[src/shared/aofor_defines.svh]
`ifndef AOFOR_DEFINES_SVH
`define AOFOR_DEFINES_SVH
// Operation
// - polarity bit 0: bipolar, two's-complement output
// - polarity bit 1: unipolar, straight-binary output
// - link CRC on: check input, append output CRC
// - link CRC mismatch sets link error flag
// - writing one clears the link error flag
// - compare expected CRC with registers 0-1,4-E
// - register CRC mismatch sets register error flag
// - status enable prefixes status byte to data
// - offset word from bytes 9h,Ah,Bh high-to-low
// - subtract signed offset from every result
// - offset subtraction precedes gain correction
// - offset bytes reset to zero
// - multiply by gain over 400000h, unity gain
// - CRC register is scratch when checking off

// ============================================================
// register indices (byte address = 4 * index)
`define AOFOR_IDX_CTRL      4'h8
`define AOFOR_IDX_OFS_HI    4'h9
`define AOFOR_IDX_OFS_MID   4'hA
`define AOFOR_IDX_OFS_LO    4'hB
`define AOFOR_IDX_GAIN_HI   4'hC
`define AOFOR_IDX_GAIN_MID  4'hD
`define AOFOR_IDX_GAIN_LO   4'hE
`define AOFOR_IDX_REG_CRC   4'hF
`define AOFOR_IDX_STATUS    4'h2

// ============================================================
// reset values
`define AOFOR_RST_CTRL      8'h08
`define AOFOR_RST_OFS       8'h00
`define AOFOR_RST_GAIN_HI   8'h40
`define AOFOR_RST_GAIN_LO   8'h00
`define AOFOR_RST_CRC       8'h00

// ============================================================
// control and status fields
`define AOFOR_CTRL_RW_MASK  8'hF7
`define AOFOR_BIT_POLARITY  4
`define AOFOR_BIT_LINK_CRC  2
`define AOFOR_BIT_REG_CRC   1
`define AOFOR_BIT_STATUS    0
`define AOFOR_STS_LINK_ERR  1
`define AOFOR_STS_REG_ERR   0

// ============================================================
// arithmetic constants
`define AOFOR_CRC_POLY      8'h07
`define AOFOR_GAIN_SHIFT    22
`define AOFOR_POS_MAX       24'h7FFFFF
`define AOFOR_NEG_MIN       24'h800000
`endif

[src/shared/aofor_pkg.sv]
package aofor_pkg;
    // conversion result arriving from the filter
    typedef struct packed {
        logic        valid;
        logic [23:0] data;
    } aofor_conv_t;

    // one received frame's CRC check from the serial link
    typedef struct packed {
        logic       valid;
        logic [7:0] calc;
        logic [7:0] recv;
    } aofor_link_rx_t;

    // formatted output word for the serial shifter
    typedef struct packed {
        logic        valid;
        logic        status_on;
        logic [7:0]  status;
        logic [23:0] data;
        logic        crc_on;
        logic [7:0]  crc;
    } aofor_out_t;
endpackage

[src/hdl/aofor_top.sv]
`include "aofor_defines.svh"

module aofor_top (
    // clock and reset
    input  wire logic                clk,
    input  wire logic                rstn,
    // avalon-mm slave
    input  wire logic [5:0]          address,
    input  wire logic                read,
    input  wire logic                write,
    input  wire logic [31:0]         writedata,
    output logic      [31:0]         readdata,
    output logic                     waitrequest,
    // registers 0h,1h,4h..7h held elsewhere in the device, in that order
    input  wire logic [47:0]         ext_reg_bytes,
    // serial link check results
    input  wire aofor_pkg::aofor_link_rx_t link_rx,
    // conversion path
    input  wire aofor_pkg::aofor_conv_t    conv_in,
    output aofor_pkg::aofor_out_t          conv_out,
    // control levels for the serial shifter
    output logic                     link_crc_en
);
    import aofor_pkg::*;

    // ============================================================
    // crc-8 helper, msb first, zero seed
    function automatic logic [7:0] crc8_byte(input logic [7:0] crc, input logic [7:0] d);
        logic [7:0] c;
        c = crc ^ d;
        for (int i = 0; i < 8; i++)
        begin
            c = c[7] ? ((c << 1) ^ `AOFOR_CRC_POLY) : (c << 1);
        end
        return c;
    endfunction

    // ============================================================
    // register storage
    logic [7:0]  ctrl_r;
    logic [7:0]  ofs_r  [3];
    logic [7:0]  gain_r [3];
    logic [7:0]  crc_exp_r;
    logic        link_err_r;
    logic        reg_err_r;
    logic [7:0]  reg_crc_r;
    logic        waitrequest_r;
    logic [31:0] readdata_r;
    logic        link_crc_en_r;

    // ============================================================
    // bus decode
    wire         req       = read | write;
    wire         accept    = req & ~waitrequest_r;
    wire         wr_acc    = accept & write;
    wire [4:0]   idx       = {1'b0, address[5:2]};
    wire [7:0]   wbyte     = writedata[7:0];
    wire         sel_ctrl  = (idx == {1'b0, `AOFOR_IDX_CTRL});
    wire         sel_crc   = (idx == {1'b0, `AOFOR_IDX_REG_CRC});
    wire         sel_stat  = (idx == {1'b0, `AOFOR_IDX_STATUS});
    wire         in_ofs    = (idx >= {1'b0, `AOFOR_IDX_OFS_HI}) &&
                             (idx <= {1'b0, `AOFOR_IDX_OFS_LO});
    wire         in_gain   = (idx >= {1'b0, `AOFOR_IDX_GAIN_HI}) &&
                             (idx <= {1'b0, `AOFOR_IDX_GAIN_LO});
    wire [1:0]   ofs_sel   = 2'(idx - {1'b0, `AOFOR_IDX_OFS_HI});
    wire [1:0]   gain_sel  = 2'(idx - {1'b0, `AOFOR_IDX_GAIN_HI});

    // status sits outside the map crc range; only its link bit is writable (one clears)

    wire [7:0]   status_byte = {6'h00, link_err_r, reg_err_r};

    // ============================================================
    // read mux, prepared one cycle ahead of the accepting edge
    logic [7:0] rd_byte;
    always_comb
    begin
        rd_byte = 8'h00;
        if (sel_ctrl)
            rd_byte = ctrl_r | `AOFOR_RST_CTRL & ~`AOFOR_CTRL_RW_MASK;
        else if (in_ofs)
            rd_byte = ofs_r[ofs_sel];
        else if (in_gain)
            rd_byte = gain_r[gain_sel];
        else if (sel_crc)
            rd_byte = crc_exp_r;
        else if (sel_stat)
            rd_byte = status_byte;
    end

    // only the low byte carries data; upper lanes read as zero
    wire [31:0] readdata_nxt = {24'h000000, rd_byte};

    always_ff @(posedge clk)
    begin
        if (!rstn)
        begin
            waitrequest_r <= 1'b1;
            readdata_r    <= 32'h00000000;
        end
        else
        begin
            waitrequest_r <= ~(req & waitrequest_r);
            if (req & waitrequest_r)
                readdata_r <= readdata_nxt;
        end
    end

    // ============================================================
    // register writes
    wire [7:0] ctrl_nxt = (wbyte & `AOFOR_CTRL_RW_MASK) | (`AOFOR_RST_CTRL & ~`AOFOR_CTRL_RW_MASK);

    always_ff @(posedge clk)
    begin
        if (!rstn)
        begin
            ctrl_r    <= `AOFOR_RST_CTRL;
            crc_exp_r <= `AOFOR_RST_CRC;
        end
        else if (wr_acc)
        begin
            if (sel_ctrl)
                ctrl_r <= ctrl_nxt;
            if (sel_crc)
                crc_exp_r <= wbyte;
        end
    end

    genvar g;
    generate
        for (g = 0; g < 3; g++)
        begin : g_bytes
            always_ff @(posedge clk)
            begin
                if (!rstn)
                begin
                    ofs_r[g]  <= `AOFOR_RST_OFS;
                    gain_r[g] <= (g == 0) ? `AOFOR_RST_GAIN_HI : `AOFOR_RST_GAIN_LO;
                end
                else if (wr_acc)
                begin
                    if (in_ofs && ofs_sel == 2'(g))
                        ofs_r[g] <= wbyte;
                    if (in_gain && gain_sel == 2'(g))
                        gain_r[g] <= wbyte;
                end
            end
        end
    endgenerate

    // ============================================================
    // control fields
    wire pol_uni   = ctrl_r[`AOFOR_BIT_POLARITY];
    wire link_on   = ctrl_r[`AOFOR_BIT_LINK_CRC];
    wire regcrc_on = ctrl_r[`AOFOR_BIT_REG_CRC];
    wire status_on = ctrl_r[`AOFOR_BIT_STATUS];

    // ============================================================
    // link crc error flag: set wins over the write-one clear
    wire link_mis  = link_on & link_rx.valid & (link_rx.calc != link_rx.recv);
    wire link_clr  = wr_acc & sel_stat & wbyte[`AOFOR_STS_LINK_ERR];

    // ============================================================
    // register-map crc over 0h-1h, 4h-Eh
    logic [7:0] map_crc;
    always_comb
    begin
        map_crc = 8'h00;
        for (int i = 0; i < 6; i++)
            map_crc = crc8_byte(map_crc, ext_reg_bytes[47 - 8*i -: 8]);
        map_crc = crc8_byte(map_crc, ctrl_r);
        for (int i = 0; i < 3; i++)
            map_crc = crc8_byte(map_crc, ofs_r[i]);
        for (int i = 0; i < 3; i++)
            map_crc = crc8_byte(map_crc, gain_r[i]);
    end

    always_ff @(posedge clk)
    begin
        if (!rstn)
        begin
            reg_crc_r     <= 8'h00;
            link_crc_en_r <= 1'b0;
        end
        else
        begin
            reg_crc_r     <= map_crc;
            link_crc_en_r <= link_on;
        end
    end

    // ============================================================
    // link error is sticky; a mismatch in the clear's cycle wins so no error is lost
    always_ff @(posedge clk)
    begin
        if (!rstn)
            link_err_r <= 1'b0;
        else if (link_mis)
            link_err_r <= 1'b1;
        else if (link_clr)
            link_err_r <= 1'b0;
    end

    // register error is a level that follows the compare while enabled
    always_ff @(posedge clk)
    begin
        if (!rstn)
            reg_err_r <= 1'b0;
        else
            reg_err_r <= regcrc_on & (reg_crc_r != crc_exp_r);
    end

    // ============================================================
    // stage 1: offset subtraction with clamp
    wire signed [23:0] ofs_word = {ofs_r[0], ofs_r[1], ofs_r[2]};
    wire signed [24:0] diff     = {conv_in.data[23], conv_in.data} -
                                  {ofs_word[23], ofs_word};
    wire [23:0] diff_sat = (diff[24] == diff[23]) ? diff[23:0] :
                           (diff[24] ? `AOFOR_NEG_MIN : `AOFOR_POS_MAX);

    logic        s1_valid_r;
    logic [23:0] s1_data_r;

    always_ff @(posedge clk)
    begin
        if (!rstn)
        begin
            s1_valid_r <= 1'b0;
            s1_data_r  <= 24'h000000;
        end
        else
        begin
            s1_valid_r <= conv_in.valid;
            if (conv_in.valid)
                s1_data_r <= diff_sat;
        end
    end

    // ============================================================
    // stage 2: gain, 400000h is unity
    wire [23:0]        gain_word = {gain_r[0], gain_r[1], gain_r[2]};
    wire signed [48:0] prod      = $signed(s1_data_r) * $signed({1'b0, gain_word});
    wire signed [26:0] scaled    = 27'(prod >>> `AOFOR_GAIN_SHIFT);
    wire               g_ovf     = (scaled[26:23] != {4{scaled[23]}});
    wire [23:0] gain_sat = !g_ovf ? scaled[23:0] :
                           (scaled[26] ? `AOFOR_NEG_MIN : `AOFOR_POS_MAX);

    logic        s2_valid_r;
    logic [23:0] s2_data_r;

    always_ff @(posedge clk)
    begin
        if (!rstn)
        begin
            s2_valid_r <= 1'b0;
            s2_data_r  <= 24'h000000;
        end
        else
        begin
            s2_valid_r <= s1_valid_r;
            if (s1_valid_r)
                s2_data_r <= gain_sat;
        end
    end

    // ============================================================
    // stage 3: coding and framing
    // unipolar drops the sign: negative readings pin at zero code
    wire [23:0] coded = pol_uni ? (s2_data_r[23] ? 24'h000000 : {s2_data_r[22:0], 1'b0})
                                : s2_data_r;
    wire [7:0]  sts_now = status_byte;

    logic [7:0] out_crc;
    always_comb
    begin
        out_crc = 8'h00;
        if (status_on)
            out_crc = crc8_byte(out_crc, sts_now);
        out_crc = crc8_byte(out_crc, coded[23:16]);
        out_crc = crc8_byte(out_crc, coded[15:8]);
        out_crc = crc8_byte(out_crc, coded[7:0]);
    end

    aofor_out_t out_r;

    always_ff @(posedge clk)
    begin
        if (!rstn)
            out_r <= '0;
        else
        begin
            out_r.valid <= s2_valid_r;
            if (s2_valid_r)
            begin
                out_r.status_on <= status_on;
                out_r.status    <= status_on ? sts_now : 8'h00;
                out_r.data      <= coded;
                out_r.crc_on    <= link_on;
                out_r.crc       <= link_on ? out_crc : 8'h00;
            end
        end
    end

    assign readdata    = readdata_r;
    assign waitrequest = waitrequest_r;
    assign conv_out    = out_r;
    assign link_crc_en = link_crc_en_r;
endmodule

[config.mk]
export PLATFORM = sky130hd
export DESIGN_NAME = aofor_top
export DESIGN_NICKNAME = d
export VERILOG_FILES = /design/src/shared/aofor_pkg.sv /design/src/hdl/aofor_top.sv
export VERILOG_INCLUDE_DIRS = /design/src /design/src/shared
export SDC_FILE = /design/constraint.sdc
export NUM_CORES = 2
export LEC_CHECK = 0
export BUFFER_PORTS_ARGS = -buffer_cell sky130_fd_sc_hd__buf_2
export CAP_MARGIN = 20
export CORE_AREA = 4 4 321 323
export CTS_CLUSTER_DIAMETER = 200
export DETAILED_ROUTE_END_ITERATION = 16
export DIE_AREA = 0 0 325 327
export PLACE_DENSITY = 0.46
export SLEW_MARGIN = 40
export SYNTH_ARGS = -nofsm -noshare
export SYNTH_HDL_FRONTEND = slang
export SYNTH_SLANG_ARGS = --single-unit
[constraint.sdc]
create_clock -name clk -period 7.7 [get_ports clk]
set_input_delay 0.77 -clock clk [delete_from_list [all_inputs] [get_ports clk]]
set_output_delay 0.77 -clock clk [all_outputs]
set_load 0.03 [all_outputs]
**Yosys cells after proc, flatten, opt, wreduce, memory -nomap -nowiden**

Memories as Yosys holds them, arrays and structs flattened.
Cells that the tools add are included.

- Flip-flop bits (word level): 128
- Memory bits (writable): 48
- Input bits: 132
- Output and inout bits: 77
- Logic and storage cells: 392
- Memories kept: 2

Memories:

| memory | depth | width | rd ports | clocked after Yosys merged registers in | write ports | line | RTL |
|---|---|---|---|---|---|---|---|
| gain_r | 3 | 8 | 4 | 0 | 3 | aofor_top.sv:42 | `logic [7:0] gain_r [3];` |
| ofs_r | 3 | 8 | 4 | 0 | 3 | aofor_top.sv:41 | `logic [7:0] ofs_r [3];` |

- $add $sub $neg: 3
- Multipliers: 1
- Magnitude comparators: 4
- Equal/unequal tests: 11
- Muxes and demuxes: 177
- Bitwise logic cells: 161
- Reduce and logical (&&, ||, !) cells: 14

Operators by type and width:

| cell | count |
|---|---|
| 3-bit two-way mux | 130 |
| 3-bit NOT | 129 |
| 24-bit two-way mux | 6 |
| 8-bit XOR | 14 |
| 8-bit two-way mux | 11 |
| 24-bit by 25-bit multiplier with 49-bit output | 1 |
| 1-bit two-way mux | 27 |
| 24-bit by 24-bit subtractor with 25-bit output | 1 |
| 8-bit != test | 2 |
| 1-bit AND | 8 |
| 4-bit == test, second input constant | 2 |
| 4-bit greater-or-equal comparator, second input constant | 2 |
| 4-bit less-or-equal comparator, second input constant | 2 |
| 1-bit logical AND | 8 |
| 4-bit by 8-bit XOR with 8-bit output | 1 |
| 1-bit OR | 7 |
| 2-bit AND reduction | 3 |
| 2-bit by 1-bit == test with 1-bit output, second input constant | 2 |
| 2-bit == test, second input constant | 2 |
| 4-bit by 2-bit == test with 1-bit output, second input constant | 1 |
| 2-bit zero test | 2 |
| 2-bit two-way mux | 2 |
| 4-bit two-way mux | 1 |
| 2-bit by 1-bit subtractor with 2-bit output, second input constant | 2 |
| 4 further kinds | 5 |

**Logic depth before layout (Yosys ltp)**

- Depth in word-level cells: 220
- Gate-level depth with buffers: 36
- Mapped depth without buffers: 33

**Least setup slack after synthesis**

OpenSTA, ideal clock, no wires.

- Path type: reg2reg
- Start point: mem gain_r[0][5]
- End point: reg s2_data_r[10]
- Library setup time: 0.128 ns
- Arrival: 8.101 ns
- Required time: 7.572 ns
- Slack: -0.528 ns
- Cell stages (with the launch flop): 32
- Buffers on the path: 3
- Clock period less this slack: 8.228 ns
- Path through: edfxtp_1 -> clkbuf_1 -> clkbuf_1 -> nand2_1 -> fa_1 -> inv_1 -> fa_1 -> fa_1 -> inv_1 -> fa_1 -> fa_1 -> fa_1 -> inv_1 -> fa_1 -> ha_1 -> a21o_1 -> a21o_1 -> a21o_1 -> a21o_1 -> a21oi_1 -> or2_2 -> nor4bb_1 -> o211ai_1 -> a2111oi_0 -> nor3_1 -> o41a_1 -> nand2b_1 -> xnor2_1 -> o211ai_1 -> nand2_1 -> clkbuf_1 -> nor2_1

RTL lines:

| what | line | RTL |
|---|---|---|
| start: declaration | aofor_top.sv:42 |  |
| end signal: assignment | aofor_top.sv:261 | `s2_data_r <= gain_sat;` |
| end: declaration | aofor_top.sv:248 | `logic [23:0] s2_data_r;` |

==> flow_metrics.tcl <==
set metrics [dict create \
    path_delay_family "adder cells" \
    crit_required_ns 8.07 \
    gp_congestion 0.831 \
    cts.sinks 170 \
    worst_pin_slew_ns 0.795 \
    fp.dieArea_um2 106000 \
    seq_area_um2 3900 \
    ant_nets 0 \
    grt_pass1_wl_mm 138 \
    die_h_um 327 \
    skew_ns 0.0190 \
    drive_gt1_frac 0.165 \
    root_buffer "clkbuf_16" \
    layout_setup_ws_ns -0.287 \
    clkLatencyLatePin_ns 0.49 \
    slowest_delay_ns 0.56 \
    yosysTopAreaCell "fa_1" \
    die_w_um 325 \
    syn_area_um2 29900 \
    min_path_type "flop to flop" \
    cts.path.max_buffers 2 \
    mostFrequentLayoutCell "inv_1" \
    gr-usage-all-layers 0.166 \
    synthToLayoutAreaGrowth_pct 16.8 \
    timing.final.crit_share 1.04 \
    syn_area_per_cell_um2 9.13 \
    dp_slack_ns -0.760 \
    cts_tree "yes" \
    synth_top_area_share 0.323 \
    synthTopCellsByArea "fa_1, ha_1, dfxtp_1" \
    antenna_found_initial 3 \
    final_nets 4374 \
    final-hold-violation-count 0 \
    ys_seq_elements 170 \
    async_reset_ff_frac 0 \
    path_common_cell "fa_1" \
    grt_max_degree 64 \
    max_slew_margin 0.470 \
    synth_cell_types 60 \
    htreeDepth 4 \
    start_util 0.300 \
    grt_pass1_vias 23600 \
    rsz0062_at_grt "true" \
    start_kind "flop" \
    path_clk_slew_ns 0.07 \
    finalWirelength_mm 86.2 \
    final_cell_mix "inv_1, fa_1, nand2_1, and2_1, xnor2_1" \
    synth-main-ff-cell "dfxtp_1" \
    vias 21700 \
    min_period_ns 7.99 \
    cap_violations 0 \
    dr.pass1.iters 5 \
    wl_per_cell_um 17.8 \
    ys_seq_area_frac 0.130 \
    synth_edf_count 48 \
    coreArea_um2 99900 \
    cp-end-kind "flop" \
    slew_viol_final 0 \
    num_rows 116 \
    post_cts_hold_buffer_count 0 \
    yosys_warnings 0 \
    portBuffers 152 \
    multi_input_area_um2 23600 \
    status "finished, violations left" \
    violations "setup timing" \
    drcViolationCount 0 \
    fmax_mhz 125 \
    cts_buffers 17 \
    slowest_stage "fa_1" \
    critical_path_buf_inv_count 9 \
    grt_overflow 0 \
    netlist_instances 3276 \
    drtIter0Drc 1028 \
    place_hpwl_mm 71.7 \
    cp_max_fo 7 \
    finalSetupViolations 23 \
    ios 209 \
    nFillCells 10400 \
    crit_arrival_ns 8.36 \
    path_class "flop to flop" \
    via_per_inst 4.48 \
]
[logic make-up (layout without fill, tap and decap cells)]
| family | count (synthesis) | count (layout) | synth area share |
|---|---|---|---|
| AO/OA/AOI/OAI | 294 | 294 | 0.0616 |
| XOR/XNOR | 366 | 366 | 0.127 |
| multiplexers | 51 | 51 | 0.0171 |
| adder cells (fa/ha/maj) | 714 | 714 | 0.419 |
| AND/OR/NAND/NOR | 927 | 927 | 0.147 |
| other | 1 | 31 | 0.000125 |
| buffers and inverters | 753 | 994 | 0.0984 |
| flip-flops | 170 | 170 | 0.130 |
[cells in the mapped netlist, drive strengths merged (6+ instances only)]
master,count
nor2,120
nand2,431
or3,6
a221oi,8
o211ai,6
mux2i,51
o21a,9
nor3,13
xnor2,246
o22ai,22
xor2,92
xnor3,24
a211oi,36
ha,227
a21oi,82
a21o,31
nand3,19
o21ai,68
o2bb2ai,6
and2,243
nor2b,33
fa,482
a21boi,8
dfxtp,122
inv,548
nor4,7
clkbuf,162
nand2b,36
buf,43
edfxtp,48
[state kept, by name (all words and copies together) (netlist names), 7 cells and up]
signal	cells
readdata	8
crc_exp_r	8
s2_data_r	24
s1_data_r	24
ctrl_r	7
gain_r	24
reg_crc_r	8
conv_out	37
ofs_r	24
[per-stage QoR]
step | util | std cells | instance area [um2] | hold WS (ns) | setup TNS (ns)
floorplan | - | 3305 | 30100 | 0.447 | 0
detailed placement | 0.336 | 4779 | 33600 | 0.453 | -17.64
global placement | 0.336 | 4779 | 33500 | 0.452 | -18.29
finish | 0.350 | 4845 | 34900 | 0.470 | -5.74
global route | 0.350 | 4844 | 34900 | 0.492 | -13.55
CTS | 0.346 | 4830 | 34600 | 0.472 | -5.44
[area by class of cell]
cell class,count,share of cell area
Antenna cell,1,0.0000716
Clock inverter,14,0.00426
Clock buffer,18,0.0129
Multi-Input combinational cell,2382,0.675
Timing Repair Buffer,414,0.0907
Tap cell,1298,0.0465
Inverter,548,0.0589
Sequential cell,170,0.112
[layer usage]
| metal | vias to the layer above | track usage | wire, um |
|---|---|---|---|
| met2 | 333 | 0.289 | 41700 |
| li1 | 10500 | - | - |
| met5 | - | 0 | 0 |
| met3 | 48 | 0.0148 | 2360 |
| met4 | 0 | 0.0311 | 1150 |
| met1 | 10900 | 0.229 | 41000 |
[tightest hold or removal path: cells and delay by family, from the launching register on]
family,cells,cell delay [ns]
DFF,1,0.31
and+or+nand+nor,1,0.06
AOI/OAI and AO/OA,1,0.05
[timing repair]
| item | 4_1_cts | 5_1_grt |
|---|---|---|
| cloned | 1 | 1 |
| setup endpoints to repair | 24 | 24 |
| gates resized for setup | 59 | 81 |
| setup buffers | 20 | 16 |
| pin swaps | 37 | 56 |
[final timing paths]
| kind | start | to | slack [ns] | cells after the start |
|---|---|---|---|---|
| min reg2reg | conv_out[8] | conv_out[8] | 0.47 | 2 |
| min | conv_out[8] | conv_out[8] | 0.47 | 2 |
| max | gain_r[0][2] | s2_data_r[18] | -0.29 | 34 |
| max reg2reg | gain_r[0][2] | s2_data_r[18] | -0.29 | 34 |
Power is left out: the tool's default activity adds up to more than one toggle a clock period on the data nets, which glitch-free logic cannot reach.
